[src/shared/pin_change_regs.svh]
// Register offsets, reset values, field positions and masks of the
// pin-change block. Included by the pin_change_interrupt module only.
`ifndef PIN_CHANGE_REGS_SVH
`define PIN_CHANGE_REGS_SVH

`define OFS_PORT_A_REGISTER      4'h0
`define OFS_PORT_B_REGISTER      4'h1
`define OFS_PC_ENABLE_PORT_A     4'h2
`define OFS_PC_ENABLE_PORT_B     4'h3
`define OFS_INTERRUPT_CONTROL    4'h4
`define OFS_ANALOG_SELECT_PORT_A 4'h5
`define OFS_ANALOG_SELECT_PORT_B 4'h6
`define OFS_CONFIG               4'h7
`define OFS_IRQ_STATUS           4'h8
`define OFS_IRQ_MASK             4'h9

`define RST_PC_ENABLE            8'h00
`define RST_INTERRUPT_CONTROL    8'h00
`define RST_ANALOG_SELECT        8'h00
`define RST_CONFIG               8'h00
`define RST_IRQ_MASK             8'h00

`define BIT_CHANGE_FLAG          0
`define BIT_CHANGE_IE            3
`define BIT_CFG_MASTER_CLEAR_A5  0
`define BIT_CFG_SMALL_PACKAGE    1
`define MASTER_CLEAR_PIN_INDEX   5

`define IRQ_BIT_CHANGE           0
`define IRQ_BIT_FLAG_CLEARED     1

`define SMALL_PKG_B_MASK         8'h0F

`endif

[src/shared/pin_change_pkg.sv]
// Types shared by the pin-change block and its bench.
// Assumes an 8-bit register data path.
package pin_change_pkg;

    typedef logic [7:0] byte_t;

    typedef struct packed {
        logic [3:0] addr;
        byte_t      wdata;
        logic       wr;
        logic       rd;
    } bus_req_s;

    typedef struct packed {
        byte_t port_a;
        byte_t port_b;
    } pins_s;

endpackage

[src/design/pin_sync.sv]
// Two-stage synchroniser for a vector of asynchronous pin levels.
// Assumes the pins are unrelated to ref_clk.
`timescale 1ns/1ns
module pin_sync #(
    parameter int WIDTH = 16
) (
    input  wire logic             ref_clk,
    input  wire logic             rst,
    input  wire logic [WIDTH-1:0] async_in,
    output logic      [WIDTH-1:0] sync_out
);

    if (WIDTH < 1) begin
        $error("pin_sync WIDTH must be positive");
    end

    typedef struct packed {
        logic [WIDTH-1:0] meta;
        logic [WIDTH-1:0] stable;
    } sync_state_s;

    sync_state_s state_reg;
    sync_state_s state_next;

    always_comb begin
        state_next        = state_reg;
        state_next.meta   = async_in;
        state_next.stable = state_reg.meta;
    end

    always_ff @(posedge ref_clk or posedge rst) begin
        if (rst) begin
            state_reg <= '0;
        end else begin
            state_reg <= state_next;
        end
    end

    assign sync_out = state_reg.stable;

endmodule

[src/design/pin_change_interrupt.sv]
// Pin-change interrupt logic for two 8-bit ports with register access.
// Assumes a single-cycle strobe bus; rst is power-on reset, master_clear a
// synchronous master-clear that spares the comparison latch.
// Notes on behaviour
// [RULE_01] One enable bit per pin; 1 enables; small package lacks B7..B4.
// [RULE_02] Power-on reset clears all per-pin enable bits.
// [RULE_03] Port A pin 5 never detects while it serves as master clear.
// [RULE_04] Each enabled pin compares against the level latched at last read.
// [RULE_05] OR of all enabled mismatches sets change flag, bit 0.
// [RULE_06] Interrupt only when bit 3 set; flag still sets when clear. The irq output ignores bit 3; irq_mask bits 0 and 1 gate it.
// [RULE_07] A persisting mismatch keeps setting the flag over software clears.
// [RULE_08] Port read then flag clear ends the mismatch; flag stays clear.
// [RULE_09] Port write then flag clear also ends the mismatch.
// [RULE_10] Master clear keeps the latch; flag re-sets on a live mismatch.
// [RULE_11] A change during a port access may be missed.
// [RULE_12] A detected change wakes the core while bit 3 is set.
// [RULE_13] Analog-selected pins take no part in change detection.
// [RULE_14] Port read reloads the whole latch; pins are synchronised first.
`timescale 1ns/1ns
`include "pin_change_regs.svh"
module pin_change_interrupt
    import pin_change_pkg::*;
#(
    parameter int PORT_WIDTH = 8
) (
    input  wire logic     ref_clk,
    input  wire logic     rst,
    input  wire logic     master_clear,
    input  wire pins_s    pins,
    input  wire logic     sleeping,
    input  wire bus_req_s bus,
    output byte_t         rdata,
    output logic          change_irq,
    output logic          wake,
    output logic          irq
);

    // The register map is fixed at eight pins per port
    if (PORT_WIDTH != 8) begin
        $error("PORT_WIDTH must be 8");
    end

    typedef struct packed {
        byte_t latch_a;
        byte_t latch_b;
        byte_t en_a;
        byte_t en_b;
        byte_t ana_a;
        byte_t ana_b;
        byte_t cfg;
        logic  change_flag;
        logic  change_ie;
        byte_t irq_status;
        byte_t irq_mask;
        byte_t rdata;
        logic  change_irq;
        logic  wake;
        logic  irq;
    } state_s;

    state_s state_reg;
    state_s state_next;
    logic [15:0] pins_sync;

    pin_sync #(.WIDTH(16)) u_sync (                                // RULE_14
        .ref_clk  (ref_clk),
        .rst      (rst),
        .async_in ({pins.port_b, pins.port_a}),
        .sync_out (pins_sync)
    );

    function automatic logic is_sel(input logic [3:0] a,
                                    input logic [3:0] ofs);
        return a == ofs;
    endfunction

    function automatic byte_t b_mask(input byte_t cfg);
        return cfg[`BIT_CFG_SMALL_PACKAGE] ? `SMALL_PKG_B_MASK : 8'hFF;
    endfunction

    byte_t pin_a;
    byte_t pin_b;
    byte_t live_a;
    byte_t live_b;
    logic  mismatch;
    logic [15:0] live_all;
    logic [15:0] latch_all;
    logic [15:0] pin_miss;
    logic  port_rd;
    logic  port_wr;
    logic  port_acc;
    logic  ctl_wr;
    logic  flag_set;
    byte_t ctl_value;
    byte_t events;

    always_comb begin
        live_a = state_reg.en_a & ~state_reg.ana_a;                   // RULE_13
        if (state_reg.cfg[`BIT_CFG_MASTER_CLEAR_A5]) begin
            live_a[`MASTER_CLEAR_PIN_INDEX] = 1'b0;                   // RULE_03
        end
        live_b = state_reg.en_b & ~state_reg.ana_b
               & b_mask(state_reg.cfg);                               // RULE_01
    end

    assign live_all  = {live_b, live_a};
    assign latch_all = {state_reg.latch_b, state_reg.latch_a};

    // One comparator per pin against its latched level
    for (genvar i = 0; i < 16; i++) begin                            // RULE_04
        assign pin_miss[i] = live_all[i] & (pins_sync[i] ^ latch_all[i]);
    end

    assign mismatch = |pin_miss;                                      // RULE_05

    always_comb begin
        pin_a  = pins_sync[7:0];
        pin_b  = pins_sync[15:8];
        port_rd  = bus.rd & (is_sel(bus.addr, `OFS_PORT_A_REGISTER)
                 | is_sel(bus.addr, `OFS_PORT_B_REGISTER));
        port_wr  = bus.wr & (is_sel(bus.addr, `OFS_PORT_A_REGISTER)
                 | is_sel(bus.addr, `OFS_PORT_B_REGISTER));
        port_acc = port_rd | port_wr;
        ctl_wr   = bus.wr & is_sel(bus.addr, `OFS_INTERRUPT_CONTROL);
        // Detection is skipped during a port access
        flag_set = mismatch & ~port_acc;                              // RULE_11
        ctl_value = '0;
        ctl_value[`BIT_CHANGE_FLAG] = state_reg.change_flag;
        ctl_value[`BIT_CHANGE_IE]   = state_reg.change_ie;
    end

    always_comb begin
        state_next = state_reg;
        events = '0;
        state_next.rdata = '0;

        // Port read or write refreshes the latch       RULE_08 RULE_09 RULE_14
        if (port_acc) begin
            state_next.latch_a = pin_a;
            state_next.latch_b = pin_b & b_mask(state_reg.cfg);
        end

        if (bus.wr) begin
            case (bus.addr)
                `OFS_PC_ENABLE_PORT_A: state_next.en_a = bus.wdata;  // RULE_01
                `OFS_PC_ENABLE_PORT_B:
                    state_next.en_b = bus.wdata & b_mask(state_reg.cfg);
                `OFS_INTERRUPT_CONTROL: begin
                    state_next.change_ie   = bus.wdata[`BIT_CHANGE_IE];
                    state_next.change_flag = bus.wdata[`BIT_CHANGE_FLAG];
                end
                `OFS_ANALOG_SELECT_PORT_A: state_next.ana_a = bus.wdata;
                `OFS_ANALOG_SELECT_PORT_B: state_next.ana_b = bus.wdata;
                `OFS_CONFIG: state_next.cfg = bus.wdata;
                `OFS_IRQ_MASK: state_next.irq_mask = bus.wdata;
                default: ;
            endcase
        end

        if (ctl_wr & state_reg.change_flag
            & ~bus.wdata[`BIT_CHANGE_FLAG]) begin
            events[`IRQ_BIT_FLAG_CLEARED] = 1'b1;
        end

        // Set wins over a software clear                     RULE_07 RULE_10
        if (flag_set) begin
            state_next.change_flag = 1'b1;                          // RULE_05
            if (!state_reg.change_flag) begin
                events[`IRQ_BIT_CHANGE] = 1'b1;
            end
        end

        if (bus.rd) begin
            case (bus.addr)
                `OFS_PORT_A_REGISTER:      state_next.rdata = pin_a;
                `OFS_PORT_B_REGISTER:
                    state_next.rdata = pin_b & b_mask(state_reg.cfg);
                `OFS_PC_ENABLE_PORT_A:     state_next.rdata = state_reg.en_a;
                `OFS_PC_ENABLE_PORT_B:     state_next.rdata = state_reg.en_b;
                `OFS_INTERRUPT_CONTROL:    state_next.rdata = ctl_value;
                `OFS_ANALOG_SELECT_PORT_A: state_next.rdata = state_reg.ana_a;
                `OFS_ANALOG_SELECT_PORT_B: state_next.rdata = state_reg.ana_b;
                `OFS_CONFIG:               state_next.rdata = state_reg.cfg;
                `OFS_IRQ_STATUS: state_next.rdata = state_reg.irq_status;
                `OFS_IRQ_MASK:   state_next.rdata = state_reg.irq_mask;
                default:         state_next.rdata = '0;
            endcase
        end

        // Status read clears, but a same-cycle event survives
        if (bus.rd && is_sel(bus.addr, `OFS_IRQ_STATUS)) begin
            state_next.irq_status = events;
        end else begin
            state_next.irq_status = state_reg.irq_status | events;
        end

        // Master clear resets control except cfg but spares the latch   RULE_10
        if (master_clear) begin
            state_next.en_a        = `RST_PC_ENABLE;
            state_next.en_b        = `RST_PC_ENABLE;
            state_next.ana_a       = `RST_ANALOG_SELECT;
            state_next.ana_b       = `RST_ANALOG_SELECT;
            state_next.change_ie   = 1'b0;
            state_next.change_flag = flag_set;
            state_next.irq_status  = '0;
            state_next.irq_mask    = `RST_IRQ_MASK;
            state_next.rdata       = '0;
        end

        state_next.change_irq = state_next.change_flag
                              & state_next.change_ie;               // RULE_06
        state_next.wake = state_next.change_irq & sleeping;         // RULE_12
        state_next.irq  = |(state_next.irq_status & state_next.irq_mask);
    end

    always_ff @(posedge ref_clk or posedge rst) begin
        if (rst) begin
            state_reg          <= '0;
            state_reg.en_a     <= `RST_PC_ENABLE;                   // RULE_02
            state_reg.en_b     <= `RST_PC_ENABLE;
            state_reg.ana_a    <= `RST_ANALOG_SELECT;
            state_reg.ana_b    <= `RST_ANALOG_SELECT;
            state_reg.cfg      <= `RST_CONFIG;
            state_reg.irq_mask <= `RST_IRQ_MASK;
        end else begin
            state_reg <= state_next;
        end
    end

    assign rdata      = state_reg.rdata;
    assign change_irq = state_reg.change_irq;
    assign wake       = state_reg.wake;
    assign irq        = state_reg.irq;

endmodule

[config.mk]
export PLATFORM = sky130hd
export DESIGN_NAME = pin_change_interrupt
export DESIGN_NICKNAME = d
export VERILOG_FILES = /design/src/shared/pin_change_pkg.sv /design/src/design/pin_sync.sv /design/src/design/pin_change_interrupt.sv
export VERILOG_INCLUDE_DIRS = /design/src /design/src/shared
export SDC_FILE = /design/constraint.sdc
export NUM_CORES = 1
export LEC_CHECK = 0
export ABC_AREA = 0
export BUFFER_PORTS_ARGS = -buffer_cell sky130_fd_sc_hd__buf_2
export CORE_ASPECT_RATIO = 1.2
export CORE_MARGIN = 4
export CORE_UTILIZATION = 59
export CTS_CLUSTER_SIZE = 28
export DETAILED_ROUTE_END_ITERATION = 8
export PLACE_DENSITY = 0.91
export SETUP_SLACK_MARGIN = 0.02
export SYNTH_ARGS = -nofsm -noshare
export SYNTH_HDL_FRONTEND = slang
export SYNTH_SLANG_ARGS = --single-unit
[constraint.sdc]
create_clock -name ref_clk -period 4.25 [get_ports ref_clk]
set_clock_uncertainty 0.1 [all_clocks]
set_input_delay 0.2125 -clock ref_clk [delete_from_list [all_inputs] [get_ports ref_clk]]
set_output_delay 0.2125 -clock ref_clk [all_outputs]
set_load 0.05 [all_outputs]
==> results of run 1 <==
[layout by cell type, fill, tap and decap left out, drive strengths merged, types with 2 or more instances in the layout]
master,count
inv,22
nand3,12
xor2,8
nor2,63
nor2b,5
a211oi,2
a221oi,4
mux2i,38
a21oi,17
and3,3
o22a,2
nand3b,7
dlygate4sd3,30
a22o,4
and4,2
a2bb2oi,2
clkinvlp,3
a31oi,5
bufinv,2
o22ai,6
or3,2
nor3,8
o21ai,4
dfrtp,117
and2,2
nand2b,8
buf,45
xnor2,8
nand4,2
o31ai,2
a32oi,4
a22oi,13
o32ai,4
nand2,63
mux2,14
nor3b,6
clkbuf,18
[cell families (layout without fill, tap and decap cells)]
kind of cell              count (synthesis)  after routing  share of synthesized area [%]
and+or+nand+nor                         189            189                           17.7
AOI/OAI and AO/OA                        70             70                           9.60
xor gates and xnor gates                 16             16                           2.67
DFF                                     117            117                           55.7
muxes                                    52             52                           10.2
buffers and inverters                    44            121                           4.10
[power by group]
part | switching [W] | leakage (nW) | internal (W)
registers | 0.0000631 | 1.52 | 0.00118
logic | 0.000147 | 1.13 | 0.000113
clock network | 0.000553 | 0.282 | 0.000867
[worst paths after layout]
kind / slack [ps] / cells past startpoint / endpoint / from
worst max-delay path: 2080 / 8 / irq$_DFF_PP0_ / bus[1]
worst min-delay path: 60 / 4 / state_reg[20]$_DFF_PP0_ / bus[0]
worst max register to register: 2160 / 6 / irq$_DFF_PP0_ / u_sync.sync_out[11]$_DFF_PP0_
worst min register to register: 240 / 0 / u_sync.sync_out[10]$_DFF_PP0_ / u_sync.state_next[10]$_DFF_PP0_
max in group asynchronous: 2680 / 4 / state_reg[55]$_DFFE_PP0P_ / rst
min in group asynchronous: 380 / 3 / u_sync.state_next[14]$_DFF_PP0_ / rst
[critical path: stages]
cell and delay, ps:
dlygate4sd3_1 530, buf_2 230, nand2_1 170, nor3_4 440, mux2i_1 310, o22ai_1 130
nor4_1 300, o31ai_1 110
[per-stage QoR]
| step | worst slack [ps] | cells |
|---|---|---|
| after floorplan | 837 | 488 |
| after global placement | 1970 | 620 |
| after detailed placement | 1900 | 620 |
| after CTS | 2130 | 682 |
| after global routing | 2000 | 682 |
| final | 2080 | 682 |
[layer usage]
layer,vias up,global-route usage (%),part of all wire [%]
met5,-,0,0
met4,0,16.3,5.4
met3,68,6.55,8.1
met2,254,41.6,47
met1,1983,35.7,39
li1,1819,-,-
[layout make-up]
type	count	area, sq um
fillers	596	2250
flip-flops and latches	117	2930
inverters	14	55.1
multi-input cells	327	2110
clock inverters	14	164
repair buffers	75	528
clock buffers	18	428
well taps	117	146
==> metrics.yaml, run 1 <==
floorplanning:
  fp.dieW_microns: 94.1
  die_y_microns: 111
  design.core.area_sq_mm: 0.00861
  initial_utilization_pct: 61.0
  dieArea_sq_mm: 0.0105
  ioPinCount: 45
  fp-row-count: 37
timing:
  hold_slack_ps: 56.8
  hold_violations: 0
  slew_viol_final: 0
  rsz0062_at_grt: "false"
  tns_ps: 0
  tightest_slew_ps: 1010
  slew_headroom_pct: 32.9
  period_minus_slack_ps: 2170
  min_period_over_period_pct: 51.1
  final-setup-viol-count: 0
  fmax_mhz: 461
synthesis:
  synth_most_common_cell: "dfrtp_1"
  synthTopCellsByArea: "dfrtp_1 (56%), mux2i_1 (7.2%), nor2_1 (4.5%)"
  synth_cells: 488
  async_reset_ff_share_pct: 100
  synth_seq_cells: 117
  synth_nets: 522
  synthesis.area_sq_mm: 0.00525
  synthTopCellsByCount: "dfrtp_1 (117), nor2_1 (63), nand2_1 (62)"
  postSynthAreaPerCell_sq_um: 10.8
  ys_seq_area_share_pct: 55.7
  yosysWarnings: 0
  yosys.area.top_type: "dfrtp_1"
  yosys_most_used_dff: "dfrtp_1"
  synth-edff-count: 0
  synth_top_area_share_pct: 55.7
  yosysUniqueCellTypes: 49
worst_setup_path:
  critPathMaxFanout: 9
  crit_arrival_ps: 2440
  crit_required_ps: 4520
  crit_type: "input port to flop"
  cp-start-kind: "input port"
  critPathCaptureType: "flop"
detailed_routing:
  drc_errors: 0
  routed_wirelength_microns: 13400
  first_pass_iters: 5
  vias: 4124
  via_per_inst: 6.05
  first_iter_violations: 499
  antenna_left: 0
  wire_per_inst_microns: 19.7
status:
  run_status: "finished, final reports clean"
final_layout:
  layout.nets: 586
  largest_register_ffs: 56
  postLayoutCoreUtil_pct: 73.9
  final_cell_area_sq_mm: 0.00636
  synthToLayoutAreaGrowth_pct: 21.1
  antennaDiodeCount: 0
  drive_gt1_share_pct: 18.1
power:
  power.leakage_nw: 2.93
  peakVddDrop_mv: 0.391
  p_per_area_mw_per_mm2: 460
  total_power_w: 0.00293
cts:
  clk_pin_slew_ps: 60
  cts_tree: "built"
  clock_latency_ps: 530
  post_cts_buffers: 0
  clockRootBuffer: "clkbuf_8"
  holdBufCountCts: 30
  cts_num_sinks: 117
  cts.path.max_buffers: 2
  cts_resized: 0
  cts_buffers: 17
  htreeDepth: 4
placed_design:
  gp_congestion: 0.972
  dpl.hpwl_microns: 8760
  dpl-instance-area_sq_mm: 0.00547
  portBuffers: 44
global_route:
  grt_use_total_pct: 27.4
  overflow: 0
  grt_pass1_wl_microns: 21900
  antenna_found_initial: 0
  grt_max_degree: 88
  grt_pass1_vias: 4227
worst_hold_path:
  hold_class: "input port to flop"
flow_run:
  max_cap_viol_count: 0
No activity file was read; power rests on OpenSTA's default activity.
==> run 2, diff against run 1 <==
- CORE_UTILIZATION: 59 -> 54
- PLACE_DENSITY: 0.91 -> 0.88
- clock period: 4.25 -> 1.9 ns (I/O delays scaled with it)
==> run 2 against run 1 <==
  * Cell area up 5.7%
  * Register-to-register slack lost 2300 ps
  * Setup slack lost 2200 ps
  * The flow now finishes with violations (setup timing)
  * Cell count is 6.6% higher
  * Core utilization down 3.2 points
  * Highest routed layer unchanged
  * Global-route usage is 1.1 points lower
  * Combinational power grew to 2.7 times the previous value
  * Power is 130% higher
  * Critical path depth down 2
  * Routed wire length grew 5.6%
  * First-iteration DRC count is 5.2% higher
  * Clock power up 120%
==> metrics.yaml, run 2 (synthesis gave the netlist of run 1 again) <==
status:
  run_status: "finished, violations left"
  violations: "setup timing"
final_layout:
  synthToLayoutAreaGrowth_pct: 28.0
  layout.nets: 626
  fillers: 641
  drive_gt1_share_pct: 23.5
  antennaDiodeCount: 0
  final_common_cell: "dfrtp_1"
  mostFrequentLayoutCells: "dfrtp_1 (117), nor2_1 (63), nand2_1 (62)"
  largest_register_ffs: 56
cts:
  htreeDepth: 4
  clock_latency_ps: 410
  cts_tree: "built"
  cts_buffers: 17
  cts.path.max_buffers: 2
  cts_resized: 0
  cts_num_sinks: 117
  clk_pin_slew_ps: 50
  clockRootBuffer: "clkbuf_16"
placed_design:
  dpl.hpwl_microns: 9480
  dp_slack_ps: -60.8
  gp_congestion: 0.998
  portBuffers: 44
worst_setup_path:
  critPathMaxFanout: 2
  critPathCaptureType: "flop"
  cpMaxStageDelayCell: "or4_4"
  crit_arrival_ps: 2170
  path_buf_inv: 0
  critPathTopFamily: "compound AO/OA/AOI/OAI gates"
  cp-start-kind: "flop"
  crit_type: "flop to flop"
  crit_chain: "xnor2_1 > o32ai_1 > or4_4 > o31ai_4 > a2bb2oi_2 > o31ai_1"
  crit_required_ps: 2080
  critPathMaxStageDelay_ps: 550
floorplanning:
  ioPinCount: 45
  fp.dieW_microns: 98.0
  initial_utilization_pct: 55.2
  design.core.area_sq_mm: 0.00952
  die_y_microns: 116
  fp-row-count: 39
  dieArea_sq_mm: 0.0114
timing:
  final-setup-viol-count: 5
  tightest_slew_ps: 606
  period_minus_slack_ps: 1990
  min_period_over_period_pct: 105
  hold_slack_ps: 39.7
  slew_viol_final: 0
  hold_violations: 0
  rsz0062_at_grt: "true"
  fin_ws_ps: -93.3
  slew_headroom_pct: 59.6
  fmax_mhz: 502
power:
  p_per_area_mw_per_mm2: 990
  peakVddDrop_mv: 0.747
  power.leakage_nw: 3.16
  total_power_w: 0.00665
global_route:
  grt_pass1_vias: 4473
  grt_max_degree: 118
  overflow: 0
  grt_use_total_pct: 26.3
  grt_pass1_wl_microns: 22800
  antenna_found_initial: 0
detailed_routing:
  first_pass_iters: 6
  via_per_inst: 5.96
  wire_per_inst_microns: 19.5
  routed_wirelength_microns: 14200
  vias: 4335
  drc_errors: 0
  first_iter_violations: 525
  antenna_left: 0
worst_hold_path:
  hold_class: "input port to flop"
flow_run:
  max_cap_viol_count: 0
## run 2: changes by cell type in the layout (fill, tap and decap cells not counted)
cell | before | now
inv_6 | 7 | 0
inv_8 | 1 | 0
buf_4 | 1 | 39
buf_12 | 0 | 5
inv_4 | 1 | 0
bufinv_16 | 2 | 3
dlygate4sd3_1 | 30 | 27
clkinv_2 | 0 | 5
clkbuf_16 | 16 | 17
clkinv_4 | 1 | 0
clkbuf_1 | 0 | 2
## run 2: final cells by class
class                   count  area, sq um  area share [%]
flip-flops and latches    117         2930            43.6
multi-input cells         327         2110            31.4
repair buffers            115          883            13.1
clock buffers              21          460            6.85
well taps                 123          154            2.29
clock inverters            10          130            1.94
inverters                  14         56.3           0.838
## run 2: what timing repair did
action | 4_1_cts | 5_1_grt
pin swaps | 1 | 1
setup endpoints to repair | 5 | 5
hold endpoints to repair | 179 | 0
buffers inserted | 0 | 2
hold buffers | 27 | 0
## run 2: worst register-to-register path, stage by stage, from the launching register on
cell	delay (ps)
dfrtp_1	400
xnor2_1	180
o32ai_1	90
or4_4	550
o31ai_4	270
a2bb2oi_2	180
o31ai_1	100
## run 2: final timing paths
kind                       cells past startpoint  slack (ps)                            from                         endpoint
min in group asynchronous                      4         290                             rst  u_sync.state_next[10]$_DFF_PP0_
setup reg to reg                               6         -90       latch_all[11]$_DFFE_PP0P_                    irq$_DFF_PP0_
max in group asynchronous                      4         940                             rst        state_reg[67]$_DFFE_PP0P_
setup / recovery                               6         -90       latch_all[11]$_DFFE_PP0P_                    irq$_DFF_PP0_
hold / removal                                 4          40                          bus[1]        state_reg[54]$_DFFE_PP0P_
hold reg to reg                                0         240  u_sync.state_next[1]$_DFF_PP0_     u_sync.sync_out[1]$_DFF_PP0_
## run 2: per-layer routing
layer,vias up,track usage [%],routed length (microns)
li1,1889,-,-
met5,-,0,0
met1,2102,31.2,5310
met4,0,16.3,785
met3,72,6.92,1220
met2,272,43.1,6830
## run 2: metrics by stage
stage	util, %	area (sq um)	instances	setup TNS [ps]
CTS	70.5	6710	725	-286
finish	70.7	6720	727	-369
detailed placement	61.4	5850	667	-189
global route	70.7	6720	727	-479
global placement	61.4	5850	667	-7.53
floorplan	-	5260	488	0
## run 2: where the power goes
| part | switching (W) | leakage [nW] | internal, W | total, W |
|---|---|---|---|---|
| Sequential | 0.000135 | 1.52 | 0.00265 | 0.00279 |
| Combinational | 0.000375 | 1.36 | 0.000317 | 0.000691 |
| Clock | 0.00107 | 0.288 | 0.00211 | 0.00317 |
==> run 3, diff against run 2 <==
- ABC_AREA: 0 -> 1
==> run 3 against run 2 <==
  * The flow now finishes without violations
  * Cell count is 18% higher
  * Area after synthesis decreased by 0.29%
  * Setup slack better by 280 ps
  * Fmax grew 16%
  * Core utilization is 1.7 points lower
  * Clock-buffer cell count is 2 higher
  * Combinational power shrank 5.6%
  * Critical path type unchanged
  * Die area shrank 0.26%
  * Clock power increased by 4%
==> metrics.yaml, run 3 <==
status:
  run_status: "finished, final reports clean"
power:
  p_per_area_mw_per_mm2: 1020
  peakVddDrop_mv: 0.664
  pwr-share-seq_pct: 41.2
  power.share.switching_pct: 24.0
  clkPwrFrac_pct: 49.0
  p_sw_w: 0.00161
  internal-power_w: 0.00509
  power.leakage_nw: 3.30
  combPwrFrac_pct: 9.7
synthesis:
  ys_seq_area_share_pct: 55.9
  synth_most_common_cell: "nand2_1"
  postSynthAreaPerCell_sq_um: 8.32
  synth_cells: 630
  yosysUniqueCellTypes: 31
  yosys.area.top_type: "dfrtp_1"
  async_reset_ff_share_pct: 100
  yosysWarnings: 0
  yosys_most_used_dff: "dfrtp_1"
  synth_top_area_share_pct: 55.9
  synthTopCellsByArea: "dfrtp_1 (56%), nand2_1 (11%), inv_1 (7.7%)"
  synth_seq_cells: 117
  synth-edff-count: 0
  synth_nets: 664
  synthTopCellsByCount: "nand2_1 (148), dfrtp_1 (117), inv_1 (108)"
  synthesis.area_sq_mm: 0.00524
timing:
  hold_violations: 0
  slew_headroom_pct: 66.2
  tightest_slew_ps: 502
  period_minus_slack_ps: 1710
  min_period_over_period_pct: 90.2
  final-setup-viol-count: 0
  tns_ps: 0
  fmax_mhz: 584
  slew_viol_final: 0
  rsz0062_at_grt: "false"
detailed_routing:
  first_iter_violations: 565
  antenna_left: 0
  routed_wirelength_microns: 13800
  wire_per_inst_microns: 16.1
  vias: 4681
  first_pass_iters: 5
  drc_errors: 0
  via_per_inst: 5.46
worst_setup_path:
  critPathCaptureType: "flop"
  cp-startpoint: "state_reg[30]$_DFFE_PP0P_"
  crit_required_ps: 2070
  r2r_start: "state_reg[30]$_DFFE_PP0P_"
  cp-start-kind: "flop"
  critPathMaxFanout: 10
  crit_type: "flop to flop"
  crit_arrival_ps: 1890
placed_design:
  gp_congestion: 0.982
  dpl.hpwl_microns: 9750
  portBuffers: 44
final_layout:
  postLayoutCoreUtil_pct: 68.9
  layout.nets: 756
  mostFrequentLayoutCells: "nand2_1 (148), dfrtp_1 (117), inv_1 (106)"
  drive_gt1_share_pct: 15.5
  final_common_cell: "nand2_1"
  synthToLayoutAreaGrowth_pct: 25.1
  largest_register_ffs: 56
  antennaDiodeCount: 0
global_route:
  overflow: 0
  antenna_found_initial: 0
  grt_max_degree: 71
  grt_pass1_wl_microns: 22800
  grt_pass1_vias: 4799
  grt_use_total_pct: 26.0
cts:
  clock_latency_ps: 410
  cts_buffers: 17
  htreeDepth: 4
  cts_tree: "built"
  clockRootBuffer: "clkbuf_16"
  clk_pin_slew_ps: 50
  cts.path.max_buffers: 2
  cts_num_sinks: 117
floorplanning:
  fp-row-count: 39
  ioPinCount: 45
  die_y_microns: 116
  initial_utilization_pct: 55.1
  fp.dieW_microns: 97.9
  dieArea_sq_mm: 0.0113
  design.core.area_sq_mm: 0.00952
flow_run:
  max_cap_viol_count: 0
worst_hold_path:
  min_from: "bus[11]"
  hold_class: "input port to flop"
[run 3: path summary, 6_finish.rpt]
check                                                      end  slack [ps]  cells after the start
worst max-delay path                        rdata[4]$_DFF_PP0_         190                      7
worst min-delay path                    ctl_value[0]$_DFF_PP0_          70                      5
worst max register to register              rdata[4]$_DFF_PP0_         190                      7
worst min register to register    u_sync.sync_out[3]$_DFF_PP0_         240                      0
max in group asynchronous                   rdata[4]$_DFF_PP0_        1160                      4
min in group asynchronous       u_sync.state_next[5]$_DFF_PP0_         220                      4
[run 3: power by group through the flow]
stage                     Combinational [W]  Clock [W]  Sequential [W]
final                              0.000652    0.00329         0.00276
after global routing               0.000734    0.00341         0.00278
after CTS                          0.000604    0.00330         0.00276
after detailed placement           0.000549          0         0.00279
after global placement             0.000527          0         0.00279
after floorplan                    0.000373          0         0.00278
[run 3: layout make-up]
cell class	count	area (sq um)
clock buffer	23	488
clock inverter	8	123
fill	721	2960
inverter	113	432
multi-input combinational	381	1770
sequential	117	2930
tap	123	154
timing repair buffer	92	666
[run 3: logic make-up after synthesis]
family / Yosys count / synth area share (%)
buffers and inverters: 132 / 10.4
AOI/OAI and AO/OA: 112 / 11.4
DFF: 117 / 55.9
muxes: 2 / 0.430
and+or+nand+nor: 267 / 21.9
[run 3: through the flow]
| step | cells | cell area [sq um] | setup slack (ps) | hold slack (ps) | power, W |
|---|---|---|---|---|---|
| floorplan | 630 | 5240 | 278 | 26.4 | 0.00315 |
| global placement | 791 | 5610 | 267 | 103 | 0.00331 |
| detailed placement | 791 | 5610 | 181 | 104 | 0.00334 |
| CTS | 851 | 6510 | 187 | 46.2 | 0.00666 |
| global route | 857 | 6560 | 91.1 | 83.5 | 0.00693 |
| finish | 857 | 6560 | 187 | 65.9 | 0.00670 |
[run 3: per-layer routing]
layer,GRT usage (%),wire length [microns],share of wire [%],vias to the layer above
met1,30.8,5240,38,2173
met4,15.2,748,5.4,0
met2,43.6,6700,49,280
li1,-,-,-,2155
met3,5.96,1110,8.0,73
met5,0,0,0,-
[run 3: repair_timing]
action	CTS	global route
endpoints found under the hold margin	156	0
setup buffers	0	6
gates resized for setup	0	1
hold buffers	29	0
endpoints found under the setup margin	0	3
[run 3: critical path, stage by stage, from the launching register on]
cell,delay (ps)
dfrtp_1,420
clkinvlp_4,200
buf_4,190
buf_4,130
nand3_1,70
o21ai_0,150
nor3_1,210
a21oi_1,110
